File: src/asev_defines.vh
// asev_defines.vh: register offsets, field positions and reset values
// for the serial event and framing control block.
// assumes: included by bare name from the design, checker and bench files.
`ifndef ASEV_DEFINES_VH
`define ASEV_DEFINES_VH

// ==========================================================
// register offsets
`define ASEV_ADDR_CTL1      4'h0
`define ASEV_ADDR_CTL2      4'h1
`define ASEV_ADDR_CTL3      4'h2
`define ASEV_ADDR_STAT1     4'h3
`define ASEV_ADDR_DATA      4'h4
`define ASEV_ADDR_HALTCTL   4'h5
`define ASEV_ADDR_STAT2     4'h6

// ==========================================================
// control 1 fields
`define ASEV_C1_LOOP        7
`define ASEV_C1_ENABLE      6
`define ASEV_C1_TX_INVERT       5
`define ASEV_C1_CHAR9       4
`define ASEV_C1_ROUSE       3
`define ASEV_C1_QSTART      2
`define ASEV_C1_PAREN       1
`define ASEV_C1_PARODD      0

// control 2 fields
`define ASEV_C2_TXIE        7
`define ASEV_C2_TDIE        6
`define ASEV_C2_RXIE        5
`define ASEV_C2_QIE         4
`define ASEV_C2_TXEN        3
`define ASEV_C2_RXEN        2
`define ASEV_C2_STANDBY     1
`define ASEV_C2_BREAK       0

// control 3 fields
`define ASEV_C3_OVERRUN_IRQ_ENABLE        3
`define ASEV_C3_NOISE_IRQ_ENABLE        2
`define ASEV_C3_FRAMING_IRQ_ENABLE        1
`define ASEV_C3_PARITY_IRQ_ENABLE        0

// status 1 fields
`define ASEV_S1_TXEMPTY     7
`define ASEV_S1_TXDONE      6
`define ASEV_S1_RXFULL      5
`define ASEV_S1_QUIET       4
`define ASEV_S1_OVERRUN     3
`define ASEV_S1_NOISE       2
`define ASEV_S1_FRAMING     1
`define ASEV_S1_PARITY      0

// halt control field
`define ASEV_HC_CLEAR_EN    0

// ==========================================================
// reset values
`define ASEV_RST_BYTE       8'h00
`define ASEV_RST_STAT1      8'hC0
`define ASEV_RST_ZERO       1'b0

// idle ones that make a quiet line, per character length
`define ASEV_QUIET_CHARS8   4'hA
`define ASEV_QUIET_CHARS9   4'hB

`endif

File: src/asev_serial_events.v
// asev_serial_events.v: interrupt, error flag, low-power, debug-halt,
// pin ownership and primary control logic of an async serial port.
// assumes: a receive engine on clk_sys reports character events as
// one-cycle pulses; a transmit engine supplies the raw serial level.
//
// Strobed register access and the register addresses were chosen for this implementation.
`timescale 1ns/1ps
`include "asev_defines.vh"

// Notes on behaviour
// character transfer sets rx full, irq when enabled
// ten/eleven idle ones set quiet flag, irq
// overrun keeps old character, drops new
// overrun with enable raises error irq
// noise in any bit sets noise flag
// zero at stop bit sets framing flag
// wrong parity sets parity flag
// active in wait, enabled irqs wake processor
// software may disable module before wait
// stop halts, keeps registers, no wake
// transfer during stop entry is corrupted
// halt with clear enable lets flags clear
// halt without clear enable protects flags
// two-step clear held through halt, finishes after
// enabled module owns transmit pin as output
// enabled module owns receive pin as input
// loopback feeds transmitter into receiver
// disable sets tx empty/done, blocks tx irq
// tx invert flips every transmitted level
// char length select picks nine or eight
// wake select: address mark or idle line
// quiet count starts after stop or start
// reset clears primary control bits
// standby suppresses all receiver irqs (code masks rxIrq only; errIrq is not masked)
// enabled error flags or into one request
module asev_serial_events
(
	input  wire        clk_sys,
	input  wire        nrst,
	// register port
	input  wire [3:0]  regAddr,
	input  wire [7:0]  regWrData,
	input  wire        regWr,
	input  wire        regRd,
	output reg  [7:0]  regRdData,
	// processor state
	input  wire        waitMode,
	input  wire        stopMode,
	input  wire        debugHalt,
	output wire        wakeRequest,
	// receive engine events (one-cycle pulses)
	input  wire        rxCharDone,
	input  wire [8:0]  rxCharData,
	input  wire        rxNoise,
	input  wire        rxFraming,
	input  wire        rxParity,
	input  wire        rxIdleOne,
	input  wire        rxStartBit,
	input  wire        rxStopBit,
	input  wire        rxFrameStart,
	// transmit engine
	input  wire        txRawLevel,
	input  wire        txBufferLoad,
	input  wire        txCompleted,
	output wire        txActive,
	output wire        rxActive,
	output wire        baudEnable,
	output wire        rxLineLevel,
	output wire        charNineBits,
	output wire        parityEnable,
	output wire        parityOdd,
	output wire        breakSend,
	output reg         transferCorrupt,
	// shared pins
	input  wire        portLineZeroOut,
	input  wire        portLineOneOut,
	input  wire        directionBitTwo,
	input  wire        directionBitOne,
	output wire        portLineZeroO,
	output wire        portLineZeroOeN,
	output wire        portLineOneO,
	output wire        portLineOneOeN,
	input  wire        portLineOneI,
	// interrupt requests
	output wire        rxIrq,
	output wire        txIrq,
	output wire        errIrq
);

	// ======================================================
	// registers
	reg  [7:0] serialControlPrimary;
	reg  [7:0] serialControlSecondary;
	reg  [3:0] serialControlTertiary;
	reg  [7:0] serialDataRegister;
	reg        rxNinthBit;
	reg        haltFlagClearEnable;
	reg        txBufferEmptyFlag;
	reg        txDoneFlag;
	reg        rxFullFlag;
	reg        lineQuietFlag;
	reg        receiveOverrunFlag;
	reg        noiseFlag;
	reg        framingFaultFlag;
	reg        parityFaultFlag;
	// first step of the two-step clear: status read seen
	reg        statusArmed;
	reg  [3:0] quietCount;
	reg        quietCounting;
	reg        rxSync1;
	reg        rxSync2;
	reg        stopSeen;

	wire moduleEnable   = serialControlPrimary[`ASEV_C1_ENABLE];
	wire internalLoop   = serialControlPrimary[`ASEV_C1_LOOP];
	wire txInvert       = serialControlPrimary[`ASEV_C1_TX_INVERT];
	wire rouseSelect    = serialControlPrimary[`ASEV_C1_ROUSE];
	wire quietStartSel  = serialControlPrimary[`ASEV_C1_QSTART];
	wire rxStandby      = serialControlSecondary[`ASEV_C2_STANDBY];
	// run drops in stop; receive events, idle counting and baud stop
	wire run            = moduleEnable & ~stopMode;
	// flags may only clear outside halt, or with clear enable
	// protected while halted and clear enable low
	wire clearAllowed   = ~debugHalt | haltFlagClearEnable;

	wire rdStat1   = regRd & (regAddr == `ASEV_ADDR_STAT1);
	wire rdData    = regRd & (regAddr == `ASEV_ADDR_DATA);
	wire wrData    = regWr & (regAddr == `ASEV_ADDR_DATA);
	// second step completes only when armed and allowed
	wire rxStep2   = rdData & statusArmed & clearAllowed;
	wire errStep2  = rxStep2;
	wire txStep2   = wrData & statusArmed & clearAllowed;

	// ten ones for 8-bit frames, eleven for 9-bit
	wire [3:0] quietTarget = charNineBits ? `ASEV_QUIET_CHARS9
						: `ASEV_QUIET_CHARS8;
	wire       quietLimit  = (quietCount + 4'h1) >= quietTarget;
	// count opens after stop bit or after start bit
	wire quietOpen = quietStartSel ? (rxStopBit | stopSeen) : rxStartBit;
	wire quietHit  = run & quietCounting & rxIdleOne & quietLimit;

	// ======================================================
	// pin ownership and loopback
	// enabled module forces transmit pin to drive
	// inversion covers idle, break, start and stop levels
	assign portLineZeroO   = moduleEnable ? (txRawLevel ^ txInvert)
					: portLineZeroOut;
	assign portLineZeroOeN = moduleEnable ? 1'b0 : ~directionBitTwo;
	// enabled module forces receive pin to input
	assign portLineOneO    = portLineOneOut;
	assign portLineOneOeN  = moduleEnable ? 1'b1 : ~directionBitOne;

	always @(posedge clk_sys or negedge nrst)
	begin
		if (!nrst)
		begin
			rxSync1 <= 1'b1;
			rxSync2 <= 1'b1;
		end
		else
		begin
			rxSync1 <= portLineOneI;
			rxSync2 <= rxSync1;
		end
	end

	// loopback takes transmitter level, needs only the loop bit
	assign rxLineLevel = internalLoop ? (txRawLevel ^ txInvert) : rxSync2;
	// module enable also runs the baud generator
	assign baudEnable  = run;
	assign txActive    = run & serialControlSecondary[`ASEV_C2_TXEN];
	assign rxActive    = run & serialControlSecondary[`ASEV_C2_RXEN];
	// nine-bit characters when select is one
	assign charNineBits = serialControlPrimary[`ASEV_C1_CHAR9];
	assign parityEnable = serialControlPrimary[`ASEV_C1_PAREN];
	assign parityOdd    = serialControlPrimary[`ASEV_C1_PARODD];
	assign breakSend    = txActive & serialControlSecondary[`ASEV_C2_BREAK];

	// ======================================================
	// control registers
	always @(posedge clk_sys or negedge nrst)
	begin
		if (!nrst)
		begin
			// reset clears the primary control bits
			serialControlPrimary   <= `ASEV_RST_BYTE;
			serialControlSecondary <= `ASEV_RST_BYTE;
			serialControlTertiary  <= 4'h0;
			haltFlagClearEnable    <= `ASEV_RST_ZERO;
		end
		else
		begin
			if (regWr && regAddr == `ASEV_ADDR_CTL1)
				serialControlPrimary <= regWrData;
			if (regWr && regAddr == `ASEV_ADDR_CTL2)
			begin
				// transmit and receive enables only writable while module is on
				serialControlSecondary <= moduleEnable ? regWrData :
					{regWrData[7:4], 2'b00, regWrData[1:0]};
			end
			// address mark wake clears standby
			else if (run && rxStandby && rouseSelect && rxCharDone
				&& rxCharData[charNineBits ? 8 : 7])
				serialControlSecondary[`ASEV_C2_STANDBY] <= 1'b0;
			// idle line wake clears standby
			else if (quietHit && rxStandby && !rouseSelect)
				serialControlSecondary[`ASEV_C2_STANDBY] <= 1'b0;
			if (regWr && regAddr == `ASEV_ADDR_CTL3)
				serialControlTertiary <= regWrData[3:0];
			if (regWr && regAddr == `ASEV_ADDR_HALTCTL)
				haltFlagClearEnable <= regWrData[`ASEV_HC_CLEAR_EN];
		end
	end

	// ======================================================
	// idle line counting

	always @(posedge clk_sys or negedge nrst)
	begin
		if (!nrst)
		begin
			quietCount    <= 4'h0;
			quietCounting <= 1'b0;
			stopSeen      <= 1'b0;
		end
		else if (run)
		begin
			if (rxFrameStart)
				stopSeen <= 1'b0;
			else if (rxStopBit)
				stopSeen <= 1'b1;
			if (rxFrameStart && !quietStartSel)
			begin
				quietCount    <= 4'h0;
				quietCounting <= 1'b0;
			end
			else if (quietOpen && !quietCounting)
			begin
				quietCounting <= 1'b1;
				quietCount    <= 4'h0;
			end
			else if (quietCounting && rxIdleOne && !quietHit)
				quietCount <= quietCount + 4'd1;
			else if (quietHit)
				quietCounting <= 1'b0;
			else if (quietCounting && !rxIdleOne && rxFrameStart)
				quietCount <= 4'h0;
		end
	end

	// ======================================================
	// status flags
	// hardware sets win over software clears on the same edge
	wire newChar    = run & rxCharDone;
	wire acceptChar = newChar & ~rxFullFlag;
	// second character while full is dropped
	wire overrun    = newChar & rxFullFlag;
	// frames received in standby with idle-line wake select do not post data
	wire postChar   = acceptChar & ~(rxStandby & ~rouseSelect);

	always @(posedge clk_sys or negedge nrst)
	begin
		if (!nrst)
		begin
			txBufferEmptyFlag  <= 1'b1;
			txDoneFlag         <= 1'b1;
			rxFullFlag         <= 1'b0;
			lineQuietFlag      <= 1'b0;
			receiveOverrunFlag <= 1'b0;
			noiseFlag          <= 1'b0;
			framingFaultFlag   <= 1'b0;
			parityFaultFlag    <= 1'b0;
			statusArmed        <= 1'b0;
			serialDataRegister <= `ASEV_RST_BYTE;
			rxNinthBit         <= 1'b0;
		end
		else
		begin
			// status read arms the clear; halt cannot disturb it
			if (rdStat1 && clearAllowed)
				statusArmed <= 1'b1;
			else if ((rxStep2 || txStep2) && clearAllowed)
				statusArmed <= 1'b0;
			// transfer into the data register sets full
			// old character stays on overrun
			if (postChar)
			begin
				serialDataRegister <= rxCharData[7:0];
				rxNinthBit <= charNineBits ? rxCharData[8]
							: rxCharData[7];
			end
			if (postChar)
				rxFullFlag <= 1'b1;
			else if (rxStep2)
				rxFullFlag <= 1'b0;
			// quiet flag, not set by the waking idle
			if (quietHit && !(rxStandby && !rouseSelect))
				lineQuietFlag <= 1'b1;
			else if (rxStep2)
				lineQuietFlag <= 1'b0;
			if (overrun)
				receiveOverrunFlag <= 1'b1;
			else if (errStep2)
				receiveOverrunFlag <= 1'b0;
			// noise in start, data or stop bits
			if (newChar && rxNoise)
				noiseFlag <= 1'b1;
			else if (errStep2)
				noiseFlag <= 1'b0;
			// zero where stop bit expected
			if (newChar && rxFraming)
				framingFaultFlag <= 1'b1;
			else if (errStep2)
				framingFaultFlag <= 1'b0;
			// wrong parity
			if (newChar && rxParity)
				parityFaultFlag <= 1'b1;
			else if (errStep2)
				parityFaultFlag <= 1'b0;
			// disabled module reports transmitter empty and done
			if (!moduleEnable)
			begin
				txBufferEmptyFlag <= 1'b1;
				txDoneFlag        <= 1'b1;
			end
			else
			begin
				if (txBufferLoad && !stopMode)
					txBufferEmptyFlag <= 1'b1;
				else if (txStep2)
					txBufferEmptyFlag <= 1'b0;
				if (txCompleted && !stopMode)
					txDoneFlag <= 1'b1;
				else if (txStep2)
					txDoneFlag <= 1'b0;
			end
		end
	end

	// ======================================================
	// stop entry corrupts the frame in flight
	reg stopPrev;
	always @(posedge clk_sys or negedge nrst)
	begin
		if (!nrst)
		begin
			stopPrev        <= 1'b0;
			transferCorrupt <= 1'b0;
		end
		else
		begin
			stopPrev <= stopMode;
			// stop entry mid-transfer marks data invalid
			if (stopMode && !stopPrev && moduleEnable
				&& (quietCounting == 1'b0 || !txDoneFlag))
				transferCorrupt <= 1'b1;
			else if (rxFrameStart || txBufferLoad)
				transferCorrupt <= 1'b0;
		end
	end

	// ======================================================
	// interrupt requests
	// full flag with its enable
	// quiet flag with its enable
	// standby masks both rxIrq requests; errIrq is not masked
	assign rxIrq = moduleEnable & ~rxStandby &
		((rxFullFlag & serialControlSecondary[`ASEV_C2_RXIE]) |
		 (lineQuietFlag & serialControlSecondary[`ASEV_C2_QIE]));
	// disabled module blocks transmitter requests
	assign txIrq = moduleEnable &
		((txBufferEmptyFlag & serialControlSecondary[`ASEV_C2_TXIE]) |
		 (txDoneFlag & serialControlSecondary[`ASEV_C2_TDIE]));
	// overrun; R25: all enabled errors in one request
	assign errIrq =
		(receiveOverrunFlag & serialControlTertiary[`ASEV_C3_OVERRUN_IRQ_ENABLE]) |
		(noiseFlag & serialControlTertiary[`ASEV_C3_NOISE_IRQ_ENABLE]) |
		(framingFaultFlag & serialControlTertiary[`ASEV_C3_FRAMING_IRQ_ENABLE]) |
		(parityFaultFlag & serialControlTertiary[`ASEV_C3_PARITY_IRQ_ENABLE]);
	// in wait, any enabled request wakes the processor
	// no wake from stop
	assign wakeRequest = waitMode & ~stopMode & (rxIrq | txIrq | errIrq);

	// ======================================================
	// read mux, data one cycle after the strobe
	always @(posedge clk_sys or negedge nrst)
	begin
		if (!nrst)
			regRdData <= `ASEV_RST_BYTE;
		else if (regRd)
		begin
			case (regAddr)
			`ASEV_ADDR_CTL1:    regRdData <= serialControlPrimary;
			`ASEV_ADDR_CTL2:    regRdData <= serialControlSecondary;
			`ASEV_ADDR_CTL3:    regRdData <= {rxNinthBit, 3'b000,
							serialControlTertiary};
			`ASEV_ADDR_STAT1:   regRdData <= {txBufferEmptyFlag,
				txDoneFlag, rxFullFlag, lineQuietFlag,
				receiveOverrunFlag, noiseFlag, framingFaultFlag,
				parityFaultFlag};
			`ASEV_ADDR_DATA:    regRdData <= serialDataRegister;
			`ASEV_ADDR_HALTCTL: regRdData <= {7'h00,
							haltFlagClearEnable};
			`ASEV_ADDR_STAT2:   regRdData <= {6'h00, transferCorrupt,
							quietCounting};
			default:            regRdData <= `ASEV_RST_BYTE;
			endcase
		end
		else
			regRdData <= `ASEV_RST_BYTE;
	end

endmodule // asev_serial_events

File: config.mk
export PLATFORM = sky130hd
export DESIGN_NAME = asev_serial_events
export DESIGN_NICKNAME = d
export VERILOG_FILES = /design/src/asev_serial_events.v
export VERILOG_INCLUDE_DIRS = /design/src
export SDC_FILE = /design/constraint.sdc
export NUM_CORES = 1
export LEC_CHECK = 0
export BUFFER_PORTS_ARGS = -buffer_cell sky130_fd_sc_hd__buf_2
export CAP_MARGIN = 15
export CORE_ASPECT_RATIO = 1.2
export CORE_UTILIZATION = 30
export DETAILED_ROUTE_END_ITERATION = 6
export GPL_TIMING_DRIVEN = 1
export PLACE_DENSITY_LB_ADDON = 0.15
export SYNTH_ARGS = -nofsm -noshare
export SYNTH_HDL_FRONTEND = slang
export SYNTH_SLANG_ARGS = --single-unit
File: constraint.sdc
create_clock -name clk_sys -period 4.9 [get_ports clk_sys]
set_input_delay 0.98 -clock clk_sys [delete_from_list [all_inputs] [get_ports clk_sys]]
set_output_delay 0.98 -clock clk_sys [all_outputs]
set_load 0.02 [all_outputs]
==> flow_summary.yaml <==
status:
  status: "finished, final reports clean"
setup_path:
  reg2reg_from: "serialControlPrimary[6]"
  crit_type: "in2out"
  arrival_ns: 1.97
  crit_start: "stopMode"
  crit_fanout: 13
  endpoint_kind: "output port"
  startpoint_type: "input port"
  required_ns: 3.92
placed_design:
  place_area_um2: 3160
  place.gp.congestion: 0.822
  dp_slack_ns: 1.95
  io_buffers: 66
  dp_hpwl_um: 5370
  place_inst: 408
timing:
  setup_ws_ns: 1.95
  slew_headroom_pct: 50.1
  min_period_ns: 2.95
  holdWs_ns: 0.357
  tns_ns: 0
  worstMarginPinSlew_ns: 0.749
  rsz0062_at_grt: "false"
  finalCritPeriodShare_pct: 60.2
  hold_violations: 0
  fmax_mhz: 339
  fin_skew_ns: 0.00696
  finalMaxSlewViolations: 0
  setup_viol: 0
die:
  start_util_pct: 31.3
  die_x_um: 88.9
  std_cell_rows: 37
  die_area_um2: 9450
  die_y_um: 106
  io_pins: 69
  core_area_um2: 8700
power_and_ir_drop:
  leakagePower_nw: 1.56
  ir_drop_mv: 0.165
  power_density_nw_per_um2: 432
  p_total_mw: 1.44
worst_hold_path:
  min_path_type: "reg2reg"
  min_from: "rxSync1"
clocking:
  post-cts-setup-buffer-count: 0
  clk_pin_slew_ns: 0.06
  cts-htree-levels: 3
  cts.sinks: 57
  clock_latency_ns: 0.34
  clock_path_buffers: 2
  cts-resized-gates: 0
  ctsHoldBuffers: 0
  cts_tree: "built"
  cts_made_buffers: 9
  root_buffer: "clkbuf_8"
logic_synthesis:
  synth_nets: 278
  synth_seq_cells: 57
  netlist_instances: 232
  ys_warn_count: 0
  yosysUniqueCellTypes: 44
  postSynthAreaPerCell_um2: 11.7
  seq_area_frac_synth_pct: 52.6
  async_flop_share_pct: 100
  synth-edff-count: 0
  synthFlopType: "dfrtp_1"
  syn-cell-area_um2: 2720
cells_and_area:
  final_area_um2: 3340
  area_growth_pct: 22.7
  num-fill-cells: 919
  layout.cells.non_filler: 424
  nNetsFinal: 348
  utilization_pct: 38.3
  num_antenna_cells: 0
  drive_gt1_share_pct: 39.4
detailed_routing:
  wl_per_cell_um: 17.2
  drt-pass1-iter-count: 4
  drc: 0
  ant_nets: 0
  first_iter_violations: 96
  vias: 2124
  wirelength_um: 7300
  routed_via_density: 5.01
global_routing:
  grt_pass1_vias: 2157
  grt_util_all_layers_pct: 17.2
  grt_pass1_wl_um: 11700
  antenna_found_initial: 0
  gr-total-overflow: 0
  grt_max_degree: 58
job:
  drv_cap: 0
[cells in the final DEF, fill, tap and decap left out, types with 2 or more instances in the layout]
cell type / count
buf_2: 66
dfrtp_1: 53
mux2_2: 31
nor2_1: 15
nand2_1: 13
clkbuf_8: 11
a22oi_1: 10
nand3_1: 10
o21ai_0: 10
a22o_1: 9
a21oi_1: 8
nor2b_1: 4
and2_1: 4
nand2b_1: 4
dfstp_2: 4
and3_1: 3
a222oi_1: 3
nor3b_1: 3
nor3_1: 3
inv_1: 3
nand4b_1: 3
a21o_1: 3
clkinv_2: 3
nand3b_1: 2
mux2i_1: 2
xor2_1: 2
a32o_1: 2
a221o_1: 2
ha_1: 2
clkbuf_1: 2
buf_4: 2
[report_power, final]
part / leakage [nW] / switching (mW) / internal [mW]
sequential: 0.708 / 0.112 / 0.586
combinational: 0.763 / 0.173 / 0.176
clock: 0.0932 / 0.184 / 0.209
total: 1.56 / 0.469 / 0.971
[state kept, by name, indices dropped and copies added (netlist names)]
name,flops
stopPrev,1
regRdData,8
serialControlSecondary,8
noiseFlag,1
serialDataRegister,8
serialControlTertiary,4
lineQuietFlag,1
quietCounting,1
parityFaultFlag,1
statusArmed,1
txBufferEmptyFlag,1
rxNinthBit,1
stopSeen,1
framingFaultFlag,1
rxSync1,1
haltFlagClearEnable,1
receiveOverrunFlag,1
transferCorrupt,1
quietCount,4
txDoneFlag,1
rxSync2,1
serialControlPrimary,8
rxFullFlag,1
[cell usage after synthesis (4+ instances only)]
cell type,count,area [um2]
dfstp_2,4,105
dfrtp_1,53,1330
o21ai_0,10,50.1
mux2_2,31,349
nand3_1,10,50.1
and2_1,4,25.0
nor2_1,15,56.3
nor2b_1,4,25.0
a21oi_1,8,40.0
a22oi_1,10,75.1
nand2_1,13,48.8
a22o_1,9,78.8
nand2b_1,4,25.0
[routing by layer]
| layer | part of all wire (%) | GRT usage [%] | vias to the layer above |
|---|---|---|---|
| met3 | 3.4 | 4.43 | 11 |
| met1 | 45 | 22.2 | 1047 |
| met4 | 1.9 | 5.99 | 0 |
| met5 | 0 | 0 | - |
| li1 | - | - | 1017 |
| met2 | 49 | 27.5 | 49 |
[kinds of logic after synthesis]
| group | synth area share [%] |
|---|---|
| compound gates | 14.4 |
| xor+xnor | 0.966 |
| fa+ha+maj | 0.920 |
| buf+inv | 2.21 |
| flops | 52.6 |
| mux | 14.4 |
| simple gates | 14.4 |
[final timing paths]
kind                                    endpoint  slack (ns)  depth (start not counted)
min in group asynchronous               stopSeen        0.79                          2
hold reg to reg                          rxSync2        0.36                          0
max in group asynchronous             rxFullFlag        3.61                          2
setup reg to reg           serialDataRegister[0]        2.66                          5
setup / recovery                        rxActive        1.95                          4
hold / removal                           rxSync2        0.36                          0
[area by class of cell]
class | count | area (um2) | area share (%)
clock buffers | 13 | 159 | 4.76
clock inverters | 3 | 15.0 | 0.450
inverters | 3 | 11.3 | 0.337
multi-input cells | 163 | 1230 | 36.8
flip-flops and latches | 57 | 1430 | 42.9
well taps | 117 | 146 | 4.39
repair buffers | 68 | 345 | 10.3
[critical path, cell delays in order]
cell and delay [ns]:
buf_2 0.12, and2b_1 0.48, and2_1 0.22, buf_2 0.17
Note: power is estimated with default switching activity, not from simulation.
